<file path="config.mk">
export PLATFORM = sky130hd
export DESIGN_NAME = hsc_top
export DESIGN_NICKNAME = d
export VERILOG_FILES = /design/src/common/hsc_pkg.sv /design/src/rtl/hsc_top.sv /design/src/rtl/hsc_stab_cnt.sv
export SDC_FILE = /design/constraint.sdc
export NUM_CORES = 1
export LEC_CHECK = 0
export BUFFER_PORTS_ARGS = -buffer_cell sky130_fd_sc_hd__buf_2
export CORE_ASPECT_RATIO = 1.4
export CORE_MARGIN = 2
export CORE_UTILIZATION = 51
export DETAILED_ROUTE_END_ITERATION = 10
export PLACE_DENSITY = 0.89
export SYNTH_ARGS = -nofsm -noshare
export SYNTH_HDL_FRONTEND = slang
export SYNTH_SLANG_ARGS = --single-unit
</file>
<file path="constraint.sdc">
create_clock -name MCLK -period 2.1 [get_ports MCLK]
set_input_delay 0.42 -clock MCLK [delete_from_list [all_inputs] [get_ports MCLK]]
set_output_delay 0.42 -clock MCLK [all_outputs]
set_load 0.02 [all_outputs]
</file>
<file path="src/common/hsc_pkg.sv">
// package for the high-speed system clock controller
// assumes apb slave with 32-bit data and word-aligned registers
package hsc_pkg;

  // ************************************************
  // register offsets (byte addresses)
  // ************************************************
  localparam logic [7:0] OFS_OSC_CTRL = 8'h00; // oscillator_control_reg
  localparam logic [7:0] OFS_MOSC_CTRL = 8'h04; // main_osc_control_reg
  localparam logic [7:0] OFS_MCLK_MODE = 8'h08; // main_clock_mode_reg
  localparam logic [7:0] OFS_PROC_CTRL = 8'h0C; // processor_clock_control_reg
  localparam logic [7:0] OFS_STAB_STAT = 8'h10; // stabilization status
  localparam logic [7:0] OFS_STAB_SEL = 8'h14; // stabilization time select
  localparam logic [7:0] OFS_STOP_CMD = 8'h18; // stop instruction strobe

  // ************************************************
  // field positions
  // ************************************************
  localparam int BIT_GAIN = 0;
  localparam int BIT_OSCILLATION_PIN_SELECT = 4;
  localparam int BIT_EXTSEL = 7;
  localparam int BIT_HALT = 7;
  localparam int BIT_MODE = 0;
  localparam int BIT_MSTAT = 1;
  localparam int BIT_XSRC = 2;
  localparam int BIT_DIV_LO = 0;
  localparam int BIT_CSS = 4;
  localparam int BIT_CLS = 5;
  localparam int BIT_STOP = 0;

  // ************************************************
  // reset values
  // ************************************************
  localparam logic [2:0] RST_DIV = 3'h1;
  localparam logic RST_HALT = 1'b1;
  localparam logic [2:0] RST_STAB_SEL = 3'h5;

  // ************************************************
  // timing
  // ************************************************
  localparam int CLK_MHZ = 25;
  localparam int GAIN_HALT_NS = 5000;
  localparam int GAIN_HALT_CYC = (GAIN_HALT_NS * CLK_MHZ + 999) / 1000;
  localparam int STAB_BASE_CYC = 256;

  // ************************************************
  // types
  // ************************************************
  typedef enum logic [1:0] {
    PIN_PORT = 2'b00,
    PIN_RESON = 2'b01,
    PIN_EXTCLK = 2'b10
  } hsc_pin_mode_t;

  typedef struct packed {
    logic main_hs;
    logic periph_hs;
    logic cpu_en;
    logic [4:0] cpu_div_en;
  } hsc_clk_route_t;

endpackage

</file>
<file path="src/rtl/hsc_top.sv">
// high-speed system clock controller with apb register access
// assumes apb master on MCLK and synchronous pin inputs
//
// Our own choices: the APB interface to the registers and the placing of the registers.
`timescale 1ns/100ps
module hsc_top (
  // clock and reset
  input wire logic MCLK,
  input wire logic RST_N,
  // apb slave
  input wire logic PSEL,
  input wire logic PENABLE,
  input wire logic PWRITE,
  input wire logic [7:0] PADDR,
  input wire logic [31:0] PWDATA,
  output logic [31:0] PRDATA,
  output logic PREADY,
  output logic PSLVERR,
  // stop mode
  input wire logic STOP_RELEASE,
  output logic STOP_MODE,
  // pins
  output hsc_pkg::hsc_pin_mode_t PIN_MODE,
  output logic OSC_ENABLE,
  output logic OSC_HIGH_GAIN,
  output logic EXT_INPUT_EN,
  // clock routing
  output hsc_pkg::hsc_clk_route_t CLK_ROUTE
);
  import hsc_pkg::*;

  // ************************************************
  // register state
  // ************************************************
  logic gain_ff;
  logic gain_locked_ff;
  logic ext_sel_ff;
  logic osc_sel_ff;
  logic halt_ff;
  logic src_sel_ff;
  logic mode_ff;
  logic mode_stat_ff;
  logic css_ff;
  logic [2:0] div_ff;
  logic [2:0] stab_sel_ff;
  logic stop_ff;
  logic [7:0] gain_cnt_ff;
  logic cpu_hold_ff;
  logic [3:0] pre_ff;
  logic [31:0] rdata_ff;
  logic err_ff;
  logic [4:0] stab_stat;

  logic wr;
  logic rd;
  logic hit;
  logic osc_run;
  logic [31:0] nxt_rdata;
  logic wr_osc;
  logic wr_mosc;
  logic wr_mode;
  logic wr_proc;
  logic wr_ssel;
  logic wr_stop;
  logic gain_change;
  logic gain_rise;

  // ************************************************
  // apb decode
  // ************************************************
  assign wr = PSEL && PENABLE && PWRITE;
  assign rd = PSEL && PENABLE && !PWRITE;
  assign PREADY = 1'b1;

  always_comb begin
    hit = 1'b1;
    case (PADDR)
      OFS_OSC_CTRL, OFS_MOSC_CTRL, OFS_MCLK_MODE, OFS_PROC_CTRL,
      OFS_STAB_STAT, OFS_STAB_SEL, OFS_STOP_CMD: hit = 1'b1;
      default: hit = 1'b0;
    endcase
  end

  // ************************************************
  // write strobes
  // ************************************************
  // one write strobe per writable register, taken in the access cycle
  assign wr_osc = wr && PADDR == OFS_OSC_CTRL;
  assign wr_mosc = wr && PADDR == OFS_MOSC_CTRL;
  assign wr_mode = wr && PADDR == OFS_MCLK_MODE;
  assign wr_proc = wr && PADDR == OFS_PROC_CTRL;
  assign wr_ssel = wr && PADDR == OFS_STAB_SEL;
  assign wr_stop = wr && PADDR == OFS_STOP_CMD;

  // gain write that may still change the bit
  assign gain_change = wr_osc && !gain_locked_ff &&
                       PWDATA[BIT_GAIN] != gain_ff;
  assign gain_rise = gain_change && PWDATA[BIT_GAIN];

  // ************************************************
  // oscillator control
  // ************************************************
  // gain bit accepts one change per reset
  always_ff @(posedge MCLK or negedge RST_N) begin
    if (!RST_N) begin
      gain_ff <= 1'b0;
    end else if (gain_change) begin
      gain_ff <= PWDATA[BIT_GAIN];
    end
  end

  // lock keeps later writes from retuning a running oscillator
  always_ff @(posedge MCLK or negedge RST_N) begin
    if (!RST_N) begin
      gain_locked_ff <= 1'b0;
    end else if (gain_change) begin
      gain_locked_ff <= 1'b1;
    end
  end

  // external input select, cleared for resonator mode
  always_ff @(posedge MCLK or negedge RST_N) begin
    if (!RST_N) begin
      ext_sel_ff <= 1'b0;
    end else if (wr_osc) begin
      ext_sel_ff <= PWDATA[BIT_EXTSEL];
    end
  end

  // oscillation select, cleared for port mode
  always_ff @(posedge MCLK or negedge RST_N) begin
    if (!RST_N) begin
      osc_sel_ff <= 1'b0;
    end else if (wr_osc) begin
      osc_sel_ff <= PWDATA[BIT_OSCILLATION_PIN_SELECT];
    end
  end

  // halt bit, set at reset and written by software only
  always_ff @(posedge MCLK or negedge RST_N) begin
    if (!RST_N) begin
      halt_ff <= RST_HALT;
    end else if (wr_mosc) begin
      halt_ff <= PWDATA[BIT_HALT];
    end
  end

  // stop mode entered by command, left by release input
  always_ff @(posedge MCLK or negedge RST_N) begin
    if (!RST_N) begin
      stop_ff <= 1'b0;
    end else if (wr_stop && PWDATA[BIT_STOP]) begin
      stop_ff <= 1'b1;
    end else if (STOP_RELEASE) begin
      stop_ff <= 1'b0;
    end
  end

  assign osc_run = osc_sel_ff && !halt_ff && !stop_ff;

  // pin mode decode
  always_comb begin
    PIN_MODE = PIN_PORT;
    if (osc_sel_ff && !ext_sel_ff) begin
      PIN_MODE = PIN_RESON;
    end else if (osc_sel_ff && ext_sel_ff) begin
      PIN_MODE = PIN_EXTCLK;
    end
  end

  assign OSC_ENABLE = osc_run && !ext_sel_ff;
  assign EXT_INPUT_EN = osc_run && ext_sel_ff;
  assign OSC_HIGH_GAIN = gain_ff;

  // stabilization counter for polling
  hsc_stab_cnt u_stab (
    .MCLK(MCLK),
    .RST_N(RST_N),
    .run(OSC_ENABLE),
    .stat(stab_stat)
  );

  // ************************************************
  // clock selection
  // ************************************************
  // high-speed source select bit
  always_ff @(posedge MCLK or negedge RST_N) begin
    if (!RST_N) begin
      src_sel_ff <= 1'b0;
    end else if (wr_mode) begin
      src_sel_ff <= PWDATA[BIT_XSRC];
    end
  end

  // main clock mode bit
  always_ff @(posedge MCLK or negedge RST_N) begin
    if (!RST_N) begin
      mode_ff <= 1'b0;
    end else if (wr_mode) begin
      mode_ff <= PWDATA[BIT_MODE];
    end
  end

  // main clock status follows the applied mode
  always_ff @(posedge MCLK or negedge RST_N) begin
    if (!RST_N) begin
      mode_stat_ff <= 1'b0;
    end else begin
      mode_stat_ff <= src_sel_ff && mode_ff;
    end
  end

  // cpu source select
  always_ff @(posedge MCLK or negedge RST_N) begin
    if (!RST_N) begin
      css_ff <= 1'b0;
    end else if (wr_proc) begin
      css_ff <= PWDATA[BIT_CSS];
    end
  end

  // cpu divider, prohibited codes leave the old ratio
  always_ff @(posedge MCLK or negedge RST_N) begin
    if (!RST_N) begin
      div_ff <= RST_DIV;
    end else if (wr_proc) begin
      if (PWDATA[BIT_DIV_LO+2:BIT_DIV_LO] <= 3'h4) begin
        div_ff <= PWDATA[BIT_DIV_LO+2:BIT_DIV_LO];
      end
    end
  end

  // stabilization time select
  always_ff @(posedge MCLK or negedge RST_N) begin
    if (!RST_N) begin
      stab_sel_ff <= RST_STAB_SEL;
    end else if (wr_ssel) begin
      stab_sel_ff <= PWDATA[2:0];
    end
  end

  // ************************************************
  // cpu hold after gain set
  // ************************************************
  always_ff @(posedge MCLK or negedge RST_N) begin
    if (!RST_N) begin
      gain_cnt_ff <= 8'h00;
      cpu_hold_ff <= 1'b0;
    end else if (gain_rise) begin
      gain_cnt_ff <= 8'(GAIN_HALT_CYC);
      cpu_hold_ff <= 1'b1;
    end else if (gain_cnt_ff != 8'h00) begin
      gain_cnt_ff <= gain_cnt_ff - 8'h01;
      cpu_hold_ff <= gain_cnt_ff != 8'h01;
    end
  end

  // prescaler for cpu divide enables
  always_ff @(posedge MCLK or negedge RST_N) begin
    if (!RST_N) begin
      pre_ff <= 4'h0;
    end else begin
      pre_ff <= pre_ff + 4'h1;
    end
  end

  // ************************************************
  // routing
  // ************************************************
  always_comb begin
    CLK_ROUTE.main_hs = mode_stat_ff;
    CLK_ROUTE.periph_hs = mode_stat_ff;
    CLK_ROUTE.cpu_en = !cpu_hold_ff && !stop_ff && !css_ff;
    CLK_ROUTE.cpu_div_en = 5'h00;
    case (div_ff)
      3'h0: CLK_ROUTE.cpu_div_en = 5'h01;
      3'h1: CLK_ROUTE.cpu_div_en = {4'h0, pre_ff[0]} << 1;
      3'h2: CLK_ROUTE.cpu_div_en = {4'h0, &pre_ff[1:0]} << 2;
      3'h3: CLK_ROUTE.cpu_div_en = {4'h0, &pre_ff[2:0]} << 3;
      3'h4: CLK_ROUTE.cpu_div_en = {4'h0, &pre_ff} << 4;
      default: CLK_ROUTE.cpu_div_en = 5'h00;
    endcase
  end

  assign STOP_MODE = stop_ff;

  // ************************************************
  // read mux
  // ************************************************
  always_comb begin
    nxt_rdata = 32'h00000000;
    case (PADDR)
      OFS_OSC_CTRL: begin
        nxt_rdata[BIT_GAIN] = gain_ff;
        nxt_rdata[BIT_OSCILLATION_PIN_SELECT] = osc_sel_ff;
        nxt_rdata[BIT_EXTSEL] = ext_sel_ff;
      end
      OFS_MOSC_CTRL: nxt_rdata[BIT_HALT] = halt_ff;
      OFS_MCLK_MODE: begin
        nxt_rdata[BIT_MODE] = mode_ff;
        nxt_rdata[BIT_MSTAT] = mode_stat_ff;
        nxt_rdata[BIT_XSRC] = src_sel_ff;
      end
      OFS_PROC_CTRL: begin
        nxt_rdata[BIT_DIV_LO+2:BIT_DIV_LO] = div_ff;
        nxt_rdata[BIT_CSS] = css_ff;
        nxt_rdata[BIT_CLS] = css_ff;
      end
      OFS_STAB_STAT: nxt_rdata[4:0] = stab_stat;
      OFS_STAB_SEL: nxt_rdata[2:0] = stab_sel_ff;
      default: nxt_rdata = 32'h00000000;
    endcase
  end

  // read data registered at setup, shown in the access cycle
  always_ff @(posedge MCLK or negedge RST_N) begin
    if (!RST_N) begin
      rdata_ff <= 32'h00000000;
    end else if (PSEL && !PENABLE) begin
      rdata_ff <= nxt_rdata;
    end
  end

  // unmapped address flagged at setup
  always_ff @(posedge MCLK or negedge RST_N) begin
    if (!RST_N) begin
      err_ff <= 1'b0;
    end else if (PSEL && !PENABLE) begin
      err_ff <= !hit;
    end
  end

  assign PRDATA = rd ? rdata_ff : 32'h00000000;
  assign PSLVERR = PSEL && PENABLE && err_ff;
endmodule

</file>
<file path="src/rtl/hsc_stab_cnt.sv">
// oscillation stabilization counter
// assumes run drops whenever the oscillator is halted
`timescale 1ns/100ps
module hsc_stab_cnt (
  // clock and reset
  input wire logic MCLK,
  input wire logic RST_N,
  // control
  input wire logic run,
  // status
  output logic [4:0] stat
);
  import hsc_pkg::*;

  logic [12:0] cnt_ff;
  logic [12:0] nxt_cnt;
  logic [4:0] stat_ff;

  // count while running, saturate at the top
  always_comb begin
    nxt_cnt = cnt_ff;
    if (!run) begin
      nxt_cnt = 13'h0000;
    end else if (cnt_ff != 13'h1FFF) begin
      nxt_cnt = cnt_ff + 13'h0001;
    end
  end

  always_ff @(posedge MCLK or negedge RST_N) begin
    if (!RST_N) begin
      cnt_ff <= 13'h0000;
    end else begin
      cnt_ff <= nxt_cnt;
    end
  end

  // one status bit per elapsed stage, thermometer coded
  always_ff @(posedge MCLK or negedge RST_N) begin
    if (!RST_N) begin
      stat_ff <= 5'h00;
    end else begin
      stat_ff <= {cnt_ff[12], |cnt_ff[12:11], |cnt_ff[12:10],
                  |cnt_ff[12:9], |cnt_ff[12:8]};
    end
  end

  assign stat = stat_ff;
endmodule

</file>
==> results of run 1 <==
[flip-flops by register name, summed over array words and instances, names as in the netlist]
| signal | cells |
|---|---|
| stab_sel_ff | 3 |
| ext_sel_ff | 1 |
| err_ff | 1 |
| cpu_hold_ff | 1 |
| mode_stat_ff | 1 |
| src_sel_ff | 1 |
| u_stab.stat | 5 |
| u_stab.cnt_ff | 13 |
| STOP_MODE | 1 |
| osc_sel_ff | 1 |
| mode_ff | 1 |
| div_ff | 3 |
| pre_ff | 4 |
| rdata_ff | 7 |
| halt_ff | 1 |
| gain_locked_ff | 1 |
| css_ff | 1 |
| OSC_HIGH_GAIN | 1 |
| gain_cnt_ff | 8 |
[cells by family after synthesis]
| logic type | count (synthesis) | synth area share, % |
|---|---|---|
| other | 2 | 0.252 |
| muxes | 22 | 7.94 |
| and+or+nand+nor | 129 | 23.2 |
| AOI/OAI and AO/OA | 43 | 9.03 |
| DFF | 55 | 46.4 |
| buffers and inverters | 43 | 8.95 |
| xor gates and xnor gates | 6 | 1.76 |
| adders and majority gates | 6 | 2.52 |
[area by class of cell]
class                      count  area share (%)
clock inverter                 2            1.05
multi-input combinational    232            42.9
clock buffer                   6            2.48
sequential                    55            41.5
inverter                       8           0.902
tap                           68            2.56
timing repair buffer          49            8.61
[stage by stage]
step,setup WS (ps),hold slack (ps),utilization (%)
floorplan,-185,124,-
global placement,-305,424,57.4
detailed placement,-337,434,57.4
CTS,8.84,93.2,59.8
global route,5.73,90.3,59.8
finish,1.23,83.1,59.8
[placed cells by master (no fill, tap or decap), types with 5 or more instances in the layout]
| master | instances |
|---|---|
| dfrtp_1 | 51 |
| buf_2 | 39 |
| conb_1 | 26 |
| nor2_1 | 24 |
| nand2_1 | 22 |
| nand3_1 | 16 |
| nor3_1 | 14 |
| and2_1 | 13 |
| o21ai_0 | 13 |
| mux2_2 | 12 |
| a21oi_1 | 10 |
| mux2i_1 | 9 |
| inv_1 | 8 |
| buf_4 | 8 |
| or3_1 | 7 |
| nand4_1 | 6 |
| ha_1 | 6 |
| clkbuf_8 | 6 |
| a31oi_1 | 5 |
[repair_timing]
item | 4_1_cts | 5_1_grt
gates resized for setup | 3 | 0
buffers inserted | 0 | 0
setup endpoints to repair | 1 | 0
[where the power goes]
group | internal [mW] | switching [mW]
clock network | 0.386 | 0.346
registers | 1.13 | 0.0688
logic | 0.160 | 0.240
total | 1.68 | 0.655
[layer usage]
layer | vias up | track usage (%)
met3 | 13 | 3.58
li1 | 1113 | -
met1 | 1143 | 24.4
met4 | 0 | 8.00
met2 | 83 | 34.4
met5 | - | 0
[worst min path at each step]
stage / slack [ps] / start / endpoint
final: 80 / RST_N / u_stab.cnt_ff[6]$_DFFE_PN0P_
after global routing: 90 / RST_N / u_stab.cnt_ff[6]$_DFFE_PN0P_
after CTS: 90 / RST_N / rdata_ff[0]$_DFFE_PN0P_
after detailed placement: 430 / RST_N / u_stab.cnt_ff[6]$_DFFE_PN0P_
after global placement: 420 / u_stab.cnt_ff[12]$_DFFE_PN0P_ / u_stab.stat[4]$_DFF_PN0_
after floorplan: 120 / RST_N / OSC_HIGH_GAIN$_DFFE_PN0P_
==> results.json, run 1 <==
{
  "grt_overflow": 0,
  "yosys-top-cells-area": "dfrtp_1 43%, buf_4 7.1%, mux2_2 4.5%, dfstp_2 3.5%, mux2i_1 3.0%",
  "die_h_um": 94.4,
  "clock_sinks": 55,
  "drt_wl_total_um": 6090,
  "multiInputGateArea_um2": 1430,
  "grt_pass1_wl_um": 9760,
  "clk_latency_ps": 320,
  "htreeDepth": 2,
  "place_area_um2": 3200,
  "cp.arrival_ps": 2300,
  "finalHoldViolCount": 0,
  "layout-drive-gt1-share_pct": 22.7,
  "maxSlewViolCount": 0,
  "crit_cells": 5,
  "setup_tns_ps": 0,
  "async_reset_ff_share_pct": 100,
  "synth-edff-count": 0,
  "syn_area_um2": 2980,
  "max-cap-violations": 0,
  "ir_worst_vdd_uv": 559,
  "startpoint": "PADDR[1]",
  "avgSynthCellArea_um2": 9.73,
  "fp.dieArea_um2": 6470,
  "register_area_um2": 1380,
  "cts_tree": "yes",
  "max_freq_mhz": 476,
  "outcome": "complete, no violations",
  "vias": 2352,
  "area_growth_pct": 11.8,
  "vias_per_cell": 5.60,
  "start_kind": "primary input",
  "criticalPathCategory": "in2reg",
  "powerDensity_nw_per_um2": 700,
  "wl_met1_um": 2480,
  "wl_per_cell_um": 14.5,
  "cts.clk_slew.worst_paths_ps": 100,
  "yosysTopAreaCellShare_pct": 42.9,
  "ctsHoldBuffers": 0,
  "grt_max_degree": 56,
  "cp_slowest_cell": "or4_4",
  "grt_util_all_layers_pct": 20.1,
  "final_nets": 403,
  "yosys_warnings": 0,
  "crit_chain": "buf_6 -> or4_4 -> or4_4 -> or4_4 -> mux2_4",
  "antenna_cells": 0,
  "drc": 0,
  "path_buf_inv": 1,
  "dp.cells": 412,
  "reg2reg_setup_slack_ps": 400,
  "fin_area_um2": 3330,
  "wl_met3_um": 322,
  "rows": 32,
  "antenna_found_initial": 0,
  "synth_seq_cells": 55,
  "endpoint": "OSC_HIGH_GAIN$_DFFE_PN0P_",
  "r2r_cells": 6,
  "rsz0062_at_grt": "false",
  "yosys.area.top_type": "dfrtp_1",
  "fill_cells": 475,
  "critPathTopFamily": "simple AND/OR/NAND/NOR gates",
  "rr_endpoint": "u_stab.cnt_ff[0]$_DFFE_PN0P_",
  "p_total_mw": 2.33,
  "fin_skew_ps": 12.8,
  "ys.flop_type": "dfrtp_1",
  "die_x_um": 68.6,
  "p_leak_nw": 1.65,
  "finalCritPeriodShare_pct": 99.9,
  "wl_met2_um": 3160,
  "hold_path.class": "in2async",
  "numCtsBuffers": 5,
  "setup_violations": 0,
  "r2r-start": "u_stab.cnt_ff[0]$_DFFE_PN0P_",
  "first_pass_iters": 7,
  "ant_nets": 0,
  "synth-seq-area-share_pct": 46.4,
  "io_buffers": 40,
  "grt_pass1_vias": 2146,
  "synth_commonest_cells": "51 x dfrtp_1, 28 x buf_4, 24 x nor2_1, 22 x nand2_1, 16 x nand3_1",
  "boundaryPins": 94,
  "fin_crit_ps": 2100,
  "synth_most_common_cell": "dfrtp_1",
  "first_iter_violations": 124,
  "synth.distinct_cells": 47,
  "critPathMaxStageDelay_ps": 540,
  "cts.root.buffer_cell": "clkbuf_8",
  "endpoint_kind": "flop",
  "routed.top_layer": "met4",
  "worstPathMaxFanout": 3,
  "initial_core_util_pct": 53.5,
  "cp_data_required_time_ps": 2300,
  "fp.coreArea_um2": 5570,
  "dp_hpwl_um": 4410,
  "relSlewSlack_pct": 66.3,
  "gp_congestion": 0.855,
  "tightest_slew_ps": 502,
  "ctsLongestPathBuffers": 2,
  "instances_no_fill": 420,
  "crit_top_cell": "or4_4",
  "synthCells": 306
}
Power figures use the tool's default switching activity.
==> run 2, diff against run 1 <==
CORE_ASPECT_RATIO = unset   (was 1.4)
CORE_MARGIN = 3   (was 2)
==> results.json, run 2 (synthesis gave the netlist of run 1 again) <==
{
  "fin_skew_ps": 11.3,
  "die_h_um": 82.4,
  "dp_hpwl_um": 4660,
  "fp.dieArea_um2": 6790,
  "cp_data_required_time_ps": 2300,
  "drt_wl_total_um": 6050,
  "start_kind": "primary input",
  "fin_area_um2": 3320,
  "final_nets": 403,
  "r2r-start": "u_stab.cnt_ff[0]$_DFFE_PN0P_",
  "cts_tree": "yes",
  "first_iter_violations": 186,
  "fill_cells": 461,
  "largestRegisters": "u_stab.cnt_ff (13), gain_cnt_ff (8), rdata_ff (7)",
  "wl_per_cell_um": 14.3,
  "rr_endpoint": "u_stab.cnt_ff[7]$_DFFE_PN0P_",
  "initial_core_util_pct": 53.4,
  "outcome": "finished with violations",
  "clock_sinks": 55,
  "numCtsBuffers": 5,
  "grt_pass1_wl_um": 9670,
  "grt_util_all_layers_pct": 18.7,
  "crit_chain": "buf_6 -> or4_4 -> or4_4 -> or4_4 -> mux2_4",
  "fp.coreArea_um2": 5570,
  "critPathMaxStageDelay_ps": 540,
  "area_growth_pct": 11.5,
  "setup_violations": 1,
  "cp.arrival_ps": 2320,
  "die_x_um": 82.4,
  "final_common_cell": "dfrtp_1",
  "layout-drive-gt1-share_pct": 22.7,
  "gp_congestion": 0.861,
  "cts.clk_slew.worst_paths_ps": 100,
  "finalCritPeriodShare_pct": 101,
  "maxSlewViolCount": 0,
  "worstPathMaxFanout": 3,
  "startpoint": "PADDR[1]",
  "reg2reg_setup_slack_ps": 460,
  "p_total_mw": 2.31,
  "r2r_cells": 5,
  "io_buffers": 40,
  "violations": "setup timing",
  "endpoint_kind": "flop",
  "antenna_cells": 0,
  "timing.hold.ws_ps": 17.4,
  "htreeDepth": 2,
  "grt_max_degree": 20,
  "clk_latency_ps": 310,
  "cts.root.buffer_cell": "clkbuf_8",
  "hold_path.class": "in2async",
  "max-cap-violations": 0,
  "boundaryPins": 94,
  "grt_overflow": 0,
  "ant_nets": 0,
  "criticalPathCategory": "in2reg",
  "crit_top_cell": "or4_4",
  "rows": 27,
  "rsz0062_at_grt": "true",
  "fin_util_pct": 59.6,
  "ctsLongestPathBuffers": 2,
  "vias_per_cell": 5.53,
  "first_pass_iters": 4,
  "setup_tns_ps": -17.9,
  "ir_worst_vdd_uv": 294,
  "max_freq_mhz": 472,
  "cp_slowest_cell": "or4_4",
  "drc": 0,
  "fin_crit_ps": 2120,
  "p_leak_nw": 1.65,
  "antenna_found_initial": 0,
  "cts_setup_buffers": 0,
  "tightest_slew_ps": 547,
  "relSlewSlack_pct": 63.2,
  "regMostFlops": "u_stab.cnt_ff",
  "grt_pass1_vias": 2168,
  "vias": 2346,
  "register_area_um2": 1380,
  "endpoint": "OSC_HIGH_GAIN$_DFFE_PN0P_",
  "multiInputGateArea_um2": 1430,
  "finalHoldViolCount": 0,
  "powerDensity_nw_per_um2": 696,
  "final_cell_mix": "51 x dfrtp_1, 39 x buf_2, 26 x conb_1, 24 x nor2_1, 22 x nand2_1",
  "setup_slack_ps": -17.9,
  "place_area_um2": 3190,
  "largest_reg_flops": 13
}
run 2: changes by cell type in the layout (fill, tap and decap cells not counted):
cell    change
buf_4       +1
buf_12      -1
run 2: repair_timing:
action / CTS / global route
gates resized for setup: 3 / 0
hold endpoints to repair: 0 / 0
cloned: 0 / 0
setup endpoints to repair: 1 / 1
hold buffers: 0 / 0
run 2: worst min path at each step:
stage	startpoint	endpoint	slack [ps]	depth (start not counted)
after floorplan	RST_N	OSC_HIGH_GAIN$_DFFE_PN0P_	120	0
after global placement	RST_N	mode_ff$_DFFE_PN0P_	370	1
after detailed placement	RST_N	mode_ff$_DFFE_PN0P_	370	1
after CTS	RST_N	rdata_ff[3]$_DFFE_PN0P_	20	1
after global routing	RST_N	rdata_ff[3]$_DFFE_PN0P_	30	1
final	RST_N	rdata_ff[3]$_DFFE_PN0P_	20	1
run 2: final cells by class:
cell class              count  area share (%)
inverters                   8           0.904
flip-flops and latches     55            41.6
repair buffers             49            8.25
multi-input cells         232            43.0
clock buffers               6            2.49
clock inverters             2            1.06
well taps                  72            2.71
run 2: layer usage:
layer	GRT usage, %	wire, µm	vias up
li1	-	-	1118
met1	21.9	2420	1135
met2	31.9	3130	77
met3	4.77	375	16
met4	8.47	123	0
met5	0	0	-
run 2: critical path, delay by kind of cell:
kind | cells | cell delay [ps]
buffers and inverters | 1 | 90
multiplexers | 1 | 310
AND/OR/NAND/NOR | 3 | 1500
run 2: power breakdown:
| group | internal (mW) | total [mW] | switching (mW) |
|---|---|---|---|
| clock network | 0.386 | 0.714 | 0.328 |
| registers | 1.13 | 1.20 | 0.0687 |
| logic | 0.159 | 0.399 | 0.241 |
| total | 1.67 | 2.31 | 0.637 |
run 2: stage by stage:
stage	cells	setup slack [ps]
after floorplan	330	-185
after global placement	416	-301
after detailed placement	416	-364
after CTS	424	-2.82
after global routing	424	-9.55
final	424	-17.9
